===== src/core/clk_cfg_pkg.sv =====
// shared constants and carrier types for the clock and control config bank
package clk_cfg_pkg;
   // register offsets
   localparam logic [7:0] REF_CLOCK_SELECT_ADDR   = 8'h05;
   localparam logic [7:0] CLOCK_OUT_PRE_M_ADDR    = 8'h06;
   localparam logic [7:0] CLOCK_OUT_N_VALUE_ADDR  = 8'h07;
   localparam logic [7:0] LINK_WATCHDOG_CTRL_ADDR = 8'h08;
   localparam logic [7:0] TARGET_BUS_CTRL_ADDR    = 8'h09;

   // reset values
   localparam logic [7:0] REF_CLOCK_SELECT_RST    = 8'h03;
   localparam logic [7:0] CLOCK_OUT_PRE_M_RST     = 8'h41;
   localparam logic [7:0] CLOCK_OUT_N_VALUE_RST   = 8'h28;
   localparam logic [7:0] LINK_WATCHDOG_CTRL_RST  = 8'hFE;
   localparam logic [7:0] TARGET_BUS_CTRL_RST     = 8'h1E;
   localparam logic [7:0] UNMAPPED_READ_VALUE     = 8'h00;

   // field positions
   localparam int REF_DIV_LSB       = 4;
   localparam int OSC_RANGE_BIT     = 3;
   localparam int PRESCALE_LSB      = 5;
   localparam int MULT_LSB          = 0;
   localparam int TIMEOUT_LSB       = 1;
   localparam int TIMEOUT_OFF_BIT   = 0;
   localparam int WRITE_BLOCK_BIT   = 7;
   localparam int SDA_HOLD_LSB      = 4;
   localparam int FILTER_DEPTH_LSB  = 0;

   // prescale and divider codes
   localparam logic [2:0] PRESCALE_MAX_CODE = 3'h4;
   localparam logic [2:0] REF_DIV_MAX_CODE  = 3'h3;
   localparam logic [4:0] MULT_FALLBACK     = 5'h01;

   // timing figures and derived cycle counts
   localparam int CLK_PERIOD_NS      = 5;
   localparam int CLK_FREQ_KHZ       = 200000;
   localparam int TIMEOUT_STEP_MS    = 2;
   localparam int TIMEOUT_STEP_CYC   = TIMEOUT_STEP_MS * CLK_FREQ_KHZ;
   localparam int SDA_HOLD_UNIT_NS   = 50;
   localparam int SDA_HOLD_UNIT_CYC  = SDA_HOLD_UNIT_NS / CLK_PERIOD_NS;
   localparam int FILTER_UNIT_NS     = 5;
   localparam int FILTER_UNIT_CYC    = FILTER_UNIT_NS / CLK_PERIOD_NS;
   localparam int SDA_HOLD_MAX_CODE  = 7;

   // register access request from the local target / control channel
   typedef struct packed {
      logic       valid;
      logic       write;
      logic       remote;
      logic [7:0] addr;
      logic [7:0] wdata;
   } reg_req_t;

   // registered answer, one cycle after the request
   typedef struct packed {
      logic       ack;
      logic       refused;
      logic [7:0] rdata;
   } reg_rsp_t;
endpackage : clk_cfg_pkg


===== src/core/clock_ctrl_cfg.sv =====
// clock and control-channel configuration bank with its controlled logic
module clock_ctrl_cfg #(
   parameter int TIMEOUT_STEP_CYC = clk_cfg_pkg::TIMEOUT_STEP_CYC
) (
   input  wire logic                  clk_sys_i,
   input  wire logic                  rst_b_i,
   input  wire logic                  ce_i,
   input  wire clk_cfg_pkg::reg_req_t reg_req_i,
   output      clk_cfg_pkg::reg_rsp_t reg_rsp_o,
   input  wire logic                  ref_clock_in_i,
   output      logic                  ref_clock_int_o,
   output      logic                  osc_range_select_o,
   input  wire logic                  fast_tick_i,
   output      logic                  sensor_clock_out_o,
   input  wire logic                  txn_active_i,
   output      logic                  txn_abort_o,
   output      logic                  remote_write_block_o,
   input  wire logic                  scl_pin_i,
   input  wire logic                  sda_pin_i,
   output      logic                  scl_clean_o,
   output      logic                  sda_clean_o
);
   localparam int STEP_W = $clog2(TIMEOUT_STEP_CYC + 1);
   localparam int HOLD_LEN =
      clk_cfg_pkg::SDA_HOLD_MAX_CODE * clk_cfg_pkg::SDA_HOLD_UNIT_CYC;
   localparam logic [2:0] PRE_RST =
      clk_cfg_pkg::CLOCK_OUT_PRE_M_RST[clk_cfg_pkg::PRESCALE_LSB +: 3];

   // refuse settings that the counters cannot serve
   if (TIMEOUT_STEP_CYC < 1) begin : g_bad_step
      $error("timeout step must be at least one cycle");
   end
   if (HOLD_LEN < 2) begin : g_bad_hold
      $error("sda hold line needs at least two stages");
   end

   // clamp a three-bit code to the largest value that is served
   function automatic logic [2:0] clamp_code(input logic [2:0] code,
                                             input logic [2:0] top);
      clamp_code = (code > top) ? top : code;
   endfunction : clamp_code

   // register storage
   logic [7:0] ref_sel_q;
   logic [7:0] pre_m_q;
   logic [7:0] n_val_q;
   logic [7:0] wd_ctrl_q;
   logic [7:0] bus_ctrl_q;
   clk_cfg_pkg::reg_rsp_t rsp_q;

   // address decode
   wire hit_ref   = reg_req_i.addr == clk_cfg_pkg::REF_CLOCK_SELECT_ADDR;
   wire hit_pre_m = reg_req_i.addr == clk_cfg_pkg::CLOCK_OUT_PRE_M_ADDR;
   wire hit_n     = reg_req_i.addr == clk_cfg_pkg::CLOCK_OUT_N_VALUE_ADDR;
   wire hit_wd    = reg_req_i.addr == clk_cfg_pkg::LINK_WATCHDOG_CTRL_ADDR;
   wire hit_bus   = reg_req_i.addr == clk_cfg_pkg::TARGET_BUS_CTRL_ADDR;

   // only own-register writes from the far side are gated
   wire blocked = reg_req_i.remote
                  & bus_ctrl_q[clk_cfg_pkg::WRITE_BLOCK_BIT];
   wire wr_ok   = ce_i & reg_req_i.valid & reg_req_i.write & ~blocked;

   // read selection
   logic [7:0] rd_mux;
   always_comb begin
      if (hit_ref) begin
         rd_mux = ref_sel_q;
      end else if (hit_pre_m) begin
         rd_mux = pre_m_q;
      end else if (hit_n) begin
         rd_mux = n_val_q;
      end else if (hit_wd) begin
         rd_mux = wd_ctrl_q;
      end else if (hit_bus) begin
         rd_mux = bus_ctrl_q;
      end else begin
         rd_mux = clk_cfg_pkg::UNMAPPED_READ_VALUE;
      end
   end

   // register writes and the answer
   always_ff @(posedge clk_sys_i) begin
      if (!rst_b_i) begin
         ref_sel_q  <= clk_cfg_pkg::REF_CLOCK_SELECT_RST;
         pre_m_q    <= clk_cfg_pkg::CLOCK_OUT_PRE_M_RST;
         n_val_q    <= clk_cfg_pkg::CLOCK_OUT_N_VALUE_RST;
         wd_ctrl_q  <= clk_cfg_pkg::LINK_WATCHDOG_CTRL_RST;
         bus_ctrl_q <= clk_cfg_pkg::TARGET_BUS_CTRL_RST;
         rsp_q      <= '0;
      end else if (ce_i) begin
         if (wr_ok && hit_ref) ref_sel_q <= reg_req_i.wdata;
         if (wr_ok && hit_pre_m) pre_m_q <= reg_req_i.wdata;
         if (wr_ok && hit_n) n_val_q <= reg_req_i.wdata;
         if (wr_ok && hit_wd) wd_ctrl_q <= reg_req_i.wdata;
         if (wr_ok && hit_bus) bus_ctrl_q <= reg_req_i.wdata;
         rsp_q.ack     <= reg_req_i.valid;
         rsp_q.refused <= reg_req_i.valid & reg_req_i.write & blocked;
         rsp_q.rdata   <= reg_req_i.write ? 8'h00 : rd_mux;
      end
   end
   // answer and field levels straight from the flops
   assign reg_rsp_o            = rsp_q;
   assign remote_write_block_o = bus_ctrl_q[clk_cfg_pkg::WRITE_BLOCK_BIT];
   assign osc_range_select_o   = ref_sel_q[clk_cfg_pkg::OSC_RANGE_BIT];

   // field views
   wire [2:0] ref_div  = ref_sel_q[clk_cfg_pkg::REF_DIV_LSB +: 3];
   wire [2:0] pre_code = pre_m_q[clk_cfg_pkg::PRESCALE_LSB +: 3];
   wire [4:0] mult_raw = pre_m_q[clk_cfg_pkg::MULT_LSB +: 5];
   wire [6:0] tmo_val  = wd_ctrl_q[clk_cfg_pkg::TIMEOUT_LSB +: 7];
   wire       tmo_off  = wd_ctrl_q[clk_cfg_pkg::TIMEOUT_OFF_BIT];
   wire [2:0] sda_hold = bus_ctrl_q[clk_cfg_pkg::SDA_HOLD_LSB +: 3];
   wire [3:0] flt_dep  = bus_ctrl_q[clk_cfg_pkg::FILTER_DEPTH_LSB +: 4];

   // reference input: synchronise, count rising edges, pick a tap
   logic       ref_s1_q;
   logic       ref_s2_q;
   logic       ref_s3_q;
   logic [2:0] ref_cnt_q;
   logic       ref_int_q;
   wire  [2:0] ref_code = clamp_code(ref_div,
                                     clk_cfg_pkg::REF_DIV_MAX_CODE);
   // tap 0 is the synchronised pin, taps 1..3 the counter bits
   wire  [3:0] ref_taps = {ref_cnt_q, ref_s2_q};
   wire        ref_rise = ref_s2_q & ~ref_s3_q;
   wire        ref_sel  = ref_taps[ref_code[1:0]];
   always_ff @(posedge clk_sys_i) begin
      if (!rst_b_i) begin
         ref_s1_q  <= 1'b0;
         ref_s2_q  <= 1'b0;
         ref_s3_q  <= 1'b0;
         ref_cnt_q <= 3'h0;
         ref_int_q <= 1'b0;
      end else if (ce_i) begin
         ref_s1_q  <= ref_clock_in_i;
         ref_s2_q  <= ref_s1_q;
         ref_s3_q  <= ref_s2_q;
         if (ref_rise) ref_cnt_q <= 3'(ref_cnt_q + 3'h1);
         ref_int_q <= ref_sel;
      end
   end
   assign ref_clock_int_o = ref_int_q;

   // fast clock prescaler, reserved codes clamp to divide by 16;
   // the code in use is taken over at a sensor clock period start
   logic [3:0] pre_cnt_q;
   logic [2:0] pre_act_q;
   wire  [2:0] pre_eff  = clamp_code(pre_code,
                                     clk_cfg_pkg::PRESCALE_MAX_CODE);
   wire  [4:0] pre_div  = 5'h01 << pre_act_q;
   wire        pre_tick = fast_tick_i
                          & ({1'b0, pre_cnt_q} == 5'(pre_div - 5'h01));
   always_ff @(posedge clk_sys_i) begin
      if (!rst_b_i) begin
         pre_cnt_q <= 4'h0;
      end else if (ce_i && fast_tick_i) begin
         pre_cnt_q <= pre_tick ? 4'h0 : 4'(pre_cnt_q + 4'h1);
      end
   end

   // ratio divider: accumulator adds 2M per tick, toggles on wrap at or past N
   logic [4:0] m_act_q;
   logic [7:0] n_act_q;
   logic [8:0] acc_q;
   logic       sclk_q;
   wire  [4:0] mult_eff = (mult_raw == 5'h00)
                          ? clk_cfg_pkg::MULT_FALLBACK : mult_raw;
   wire  [8:0] acc_sum  = 9'(acc_q + {3'h0, m_act_q, 1'b0});
   wire        wrap     = pre_tick & (n_act_q != 8'h00)
                          & (acc_sum >= {1'b0, n_act_q});
   wire        new_per  = wrap & ~sclk_q;
   always_ff @(posedge clk_sys_i) begin
      if (!rst_b_i) begin
         pre_act_q <= PRE_RST;
         m_act_q <= clk_cfg_pkg::MULT_FALLBACK;
         n_act_q <= clk_cfg_pkg::CLOCK_OUT_N_VALUE_RST;
         acc_q   <= 9'h000;
         sclk_q  <= 1'b0;
      end else if (ce_i) begin
         if (new_per) begin
            // settings change only as a fresh period starts
            pre_act_q <= pre_eff;
            m_act_q <= mult_eff;
            if (n_val_q != 8'h00) n_act_q <= n_val_q;
            acc_q   <= 9'h000;
         end else if (wrap) begin
            acc_q   <= 9'(acc_sum - {1'b0, n_act_q});
         end else if (pre_tick) begin
            acc_q   <= acc_sum;
         end
         if (wrap) sclk_q <= ~sclk_q;
      end
   end
   // sensor clock leaves from its flop
   assign sensor_clock_out_o = sclk_q;

   // control-channel watchdog
   logic [STEP_W-1:0] step_q;
   logic [6:0]        unit_q;
   logic              fired_q;
   logic              abort_q;
   wire  step_done = step_q == STEP_W'(TIMEOUT_STEP_CYC - 1);
   wire  wd_run    = txn_active_i & ~tmo_off;
   wire  expire    = wd_run & ~fired_q & (unit_q >= tmo_val);
   always_ff @(posedge clk_sys_i) begin
      if (!rst_b_i) begin
         step_q  <= '0;
         unit_q  <= 7'h00;
         fired_q <= 1'b0;
         abort_q <= 1'b0;
      end else if (ce_i) begin
         abort_q <= expire;
         if (!wd_run) begin
            step_q  <= '0;
            unit_q  <= 7'h00;
            fired_q <= 1'b0;
         end else begin
            if (expire) fired_q <= 1'b1;
            step_q <= step_done ? '0 : STEP_W'(step_q + 1'b1);
            if (step_done && unit_q != 7'h7F) begin
               unit_q <= 7'(unit_q + 7'h01);
            end
         end
      end
   end
   // one-cycle terminate pulse
   assign txn_abort_o = abort_q;

   // glitch filters on scl (0) and sda (1)
   wire  [1:0] pin_in = {sda_pin_i, scl_pin_i};
   logic [1:0] flt_out;
   genvar g;
   generate
      for (g = 0; g < 2; g++) begin : g_flt
         logic       s1_q;
         logic       s2_q;
         logic       lvl_q;
         logic [3:0] cnt_q;
         wire        accept = cnt_q >= 4'(flt_dep
                              * clk_cfg_pkg::FILTER_UNIT_CYC);
         always_ff @(posedge clk_sys_i) begin
            if (!rst_b_i) begin
               s1_q  <= 1'b1;
               s2_q  <= 1'b1;
               lvl_q <= 1'b1;
               cnt_q <= 4'h0;
            end else if (ce_i) begin
               s1_q <= pin_in[g];
               s2_q <= s1_q;
               if (s2_q == lvl_q) begin
                  cnt_q <= 4'h0;
               end else if (accept) begin
                  lvl_q <= s2_q;
                  cnt_q <= 4'h0;
               end else begin
                  cnt_q <= 4'(cnt_q + 4'h1);
               end
            end
         end
         assign flt_out[g] = lvl_q;
      end
   endgenerate

   // sda hold delay line, tap chosen by the hold field
   logic [HOLD_LEN-1:0] hold_line_q;
   logic                scl_out_q;
   logic                sda_out_q;
   wire  [6:0] hold_cyc = 7'(sda_hold * clk_cfg_pkg::SDA_HOLD_UNIT_CYC);
   wire        sda_held = (hold_cyc == 7'h00) ? flt_out[1]
                          : hold_line_q[7'(hold_cyc - 7'h01)];
   always_ff @(posedge clk_sys_i) begin
      if (!rst_b_i) begin
         hold_line_q <= '1;
         scl_out_q   <= 1'b1;
         sda_out_q   <= 1'b1;
      end else if (ce_i) begin
         hold_line_q <= {hold_line_q[HOLD_LEN-2:0], flt_out[1]};
         scl_out_q   <= flt_out[0];
         sda_out_q   <= sda_held;
      end
   end
   // cleaned levels from their output flops
   assign scl_clean_o = scl_out_q;
   assign sda_clean_o = sda_out_q;
endmodule : clock_ctrl_cfg


===== config.mk =====
export PLATFORM = sky130hd
export DESIGN_NAME = clock_ctrl_cfg
export DESIGN_NICKNAME = d
export VERILOG_FILES = /design/src/core/clk_cfg_pkg.sv /design/src/core/clock_ctrl_cfg.sv
export SDC_FILE = /design/constraint.sdc
export NUM_CORES = 1
export LEC_CHECK = 0
export ABC_AREA = 1
export BUFFER_PORTS_ARGS = -buffer_cell sky130_fd_sc_hd__buf_2
export CAP_MARGIN = 10
export CORE_AREA = 5 5 144 146
export CTS_CLUSTER_DIAMETER = 30
export CTS_CLUSTER_SIZE = 16
export DETAILED_ROUTE_END_ITERATION = 7
export DIE_AREA = 0 0 149 151
export PLACE_DENSITY = 0.8
export SYNTH_ARGS = -nofsm -noshare
export SYNTH_HDL_FRONTEND = slang
export SYNTH_SLANG_ARGS = --single-unit

===== constraint.sdc =====
create_clock -name clk_sys_i -period 2.9 [get_ports clk_sys_i]
set_input_delay 0.29 -clock clk_sys_i [delete_from_list [all_inputs] [get_ports clk_sys_i]]
set_output_delay 0.29 -clock clk_sys_i [all_outputs]
set_load 0.1 [all_outputs]

==> results.json <==
{
  "run_status": "complete, but fails checks",
  "violations": "setup timing",
  "slew_headroom": 0.433,
  "ys_warn_count": 0,
  "synth_cell_types": 46,
  "power_leakage_nw": 5.36,
  "setup_tns_ps": -18.1,
  "htree_levels": 2,
  "finalMaxSlewViolations": 0,
  "grt_usage": 0.205,
  "die_h_microns": 151,
  "skew_ps": 13.8,
  "synthArstFlopShare": 0,
  "worstPathRequired_ps": 3290,
  "grt_pass1_wl_mm": 38.4,
  "powerDensity_mw_per_mm2": 665,
  "whs_ps": 17.2,
  "gp_congestion": 0.865,
  "place_area_sq_mm": 0.0100,
  "dp_hpwl_mm": 15.4,
  "worst_slew_pin_slew_ps": 842,
  "rsz0062_at_grt": "yes",
  "grt_util_met3": 0.0365,
  "gr-total-overflow": 0,
  "path_class": "flop to flop",
  "drt_first_pass_iters": 5,
  "critPathCaptureType": "flop",
  "dieArea_sq_mm": 0.0225,
  "layout_commonest_cell": "inv_1",
  "syn_nets": 1319,
  "antenna_found_initial": 0,
  "busiest_layer": "met2",
  "core_area_sq_mm": 0.0193,
  "pre_cts_ws_ps": -68.1,
  "ys_seq_elements": 201,
  "layout_setup_ws_ps": -6.20,
  "syn_area_sq_mm": 0.00946,
  "start_util": 0.491,
  "final_nets": 1390,
  "hold_viol": 0,
  "ys.flop_type": "dfxtp_1",
  "maxCapViolations": 0,
  "totalPowerFinal_mw": 7.88,
  "grt_pass1_vias": 8204,
  "finalSetupViolations": 4,
  "met1_usage": 0.248,
  "rows": 51,
  "routed_wl_mm": 23.7,
  "clock_sinks": 201,
  "antenna_cells": 0,
  "drt.antenna.violating_nets": 0,
  "cts_root_buffer": "clkbuf_16",
  "period_share": 1.00,
  "yosysSeqAreaShare": 0.425,
  "gr-usage-met2": 0.357,
  "synthToLayoutAreaGrowth_pct": 25.1,
  "layout-drive-gt1-share": 0.165,
  "drc": 0,
  "cts_tree": "built",
  "routed_via_density": 5.37,
  "io_pins": 44,
  "insertion_delay_ps": 520,
  "fin_area_sq_mm": 0.0118,
  "num_vias": 8684,
  "cp.arrival_ps": 3290,
  "clkSlewWorstSetupHoldPaths_ps": 50,
  "io_buffers": 43,
  "synth_edf_count": 0,
  "start_kind": "flop",
  "vdd_ir_drop_max_uv": 436,
  "final_cell_mix": "196 x inv_1, 194 x dfxtp_1, 184 x nand2_1",
  "die_x_microns": 149,
  "cts_buffers": 43,
  "drtIter0Drc": 638,
  "wl_per_cell_microns": 14.7,
  "grt_start_max_net_pins": 70,
  "hold_path_class": "input pin to flop",
  "syn_avg_cell_area_sq_um": 7.57,
  "path_max_fanout": 5,
  "max_freq_mhz": 344,
  "period_needed_ps": 2910,
  "syn_inst": 1250,
  "clockBufferDepth": 3
}
[cells in the mapped netlist (6+ instances only)]
master | count | share of area
dfxtp_1 | 201 | 0.43
inv_1 | 199 | 0.079
nand2_1 | 194 | 0.077
nor2_1 | 104 | 0.041
o21ai_0 | 101 | 0.053
a21oi_1 | 85 | 0.045
a22oi_1 | 69 | 0.055
nand3_1 | 56 | 0.030
ha_1 | 40 | 0.053
clkbuf_1 | 32 | 0.013
nor3_1 | 23 | 0.012
o211ai_1 | 18 | 0.014
nand4_1 | 17 | 0.011
xor2_1 | 15 | 0.014
o21a_1 | 7 | 0.0056
a21oi_2 | 6 | 0.0056
a31oi_1 | 6 | 0.0040
buf_2 | 6 | 0.0032
[path summary, 6_finish.rpt]
check	startpoint	endpoint	slack [ps]	depth (start not counted)
setup / recovery	m_act_q[0]$_SDFFE_PN1P_	acc_q[6]$_SDFFE_PN0P_	-6	18
hold / removal	scl_pin_i	g_flt[0].s1_q$_SDFFE_PN1P_	20	3
setup reg to reg	m_act_q[0]$_SDFFE_PN1P_	acc_q[6]$_SDFFE_PN0P_	-6	18
hold reg to reg	g_flt[0].s1_q$_SDFFE_PN1P_	g_flt[0].s2_q$_SDFFE_PN1P_	440	2
[through the flow]
stage,instances,utilization
final,1618,0.614
after global routing,1618,0.614
after CTS,1614,0.599
after detailed placement,1536,0.520
after global placement,1536,0.520
after floorplan,1250,-
[kinds of logic after synthesis]
kind of cell             Yosys count  share of synthesized area
AO/OA/AOI/OAI                    319                      0.204
XOR/XNOR                          20                     0.0185
adder cells (fa/ha/maj)           42                     0.0571
buffers and inverters            251                      0.103
flip-flops                       201                      0.425
AND/OR/NAND/NOR                  417                      0.192
[power by group]
| part | switching, mW | internal [mW] |
|---|---|---|
| Combinational | 0.158 | 0.0525 |
| Clock | 1.60 | 3.28 |
| Sequential | 0.0102 | 2.78 |
| Total | 1.77 | 6.11 |
[timing repair]
item / 4_1_cts / 5_1_grt
hold buffers: 1 / 0
buffers inserted: 0 / 2
resized for setup: 10 / 53
pin swaps: 4 / 22
endpoints found under the setup margin: 21 / 26
endpoints found under the hold margin: 1 / 0
gates cloned: 0 / 2
[metal layers]
metal	vias up	wire (microns)
li1	4322	-
met1	4060	9920
met2	239	11700
met3	63	1260
met4	0	855
met5	-	0
[area by class of cell]
| cell class | count | area (sq um) |
|---|---|---|
| Multi-Input combinational cell | 798 | 4730 |
| Fill cell | 1609 | 7430 |
| Inverter | 207 | 785 |
| Clock buffer | 48 | 1130 |
| Timing Repair inverter | 1 | 6.26 |
| Sequential cell | 201 | 4030 |
| Tap cell | 265 | 332 |
| Clock inverter | 29 | 342 |
| Timing Repair Buffer | 69 | 483 |
[flip-flops by register name (all words and copies together), names as in the netlist, 2 cells and up]
register and count:
hold_line_q 70, step_q 19, reg_rsp_o 10, acc_q 9
bus_ctrl_q 8, g_flt.cnt_q 8, n_act_q 8, n_val_q 8
pre_m_q 8, ref_sel_q 8, wd_ctrl_q 8, unit_q 7
m_act_q 5, pre_cnt_q 4, pre_act_q 3, ref_cnt_q 3
g_flt.lvl_q 2, g_flt.s1_q 2, g_flt.s2_q 2
[worst max-delay path, cell delays in order (launching register included)]
cell and delay [ps]:
dfxtp_2 330, ha_4 170, fa_2 440, a31oi_4 160
xor2_1 180, inv_2 80, ha_4 290, nand2_4 50
nor2_1 80, nand2_1 70, nand2_2 100, nand2_2 80
nand3_4 130, buf_4 140, nand3_2 110, nand2_2 140
inv_2 70, nand2_1 80, a21oi_2 50
No activity file was read; power rests on OpenSTA's default activity.
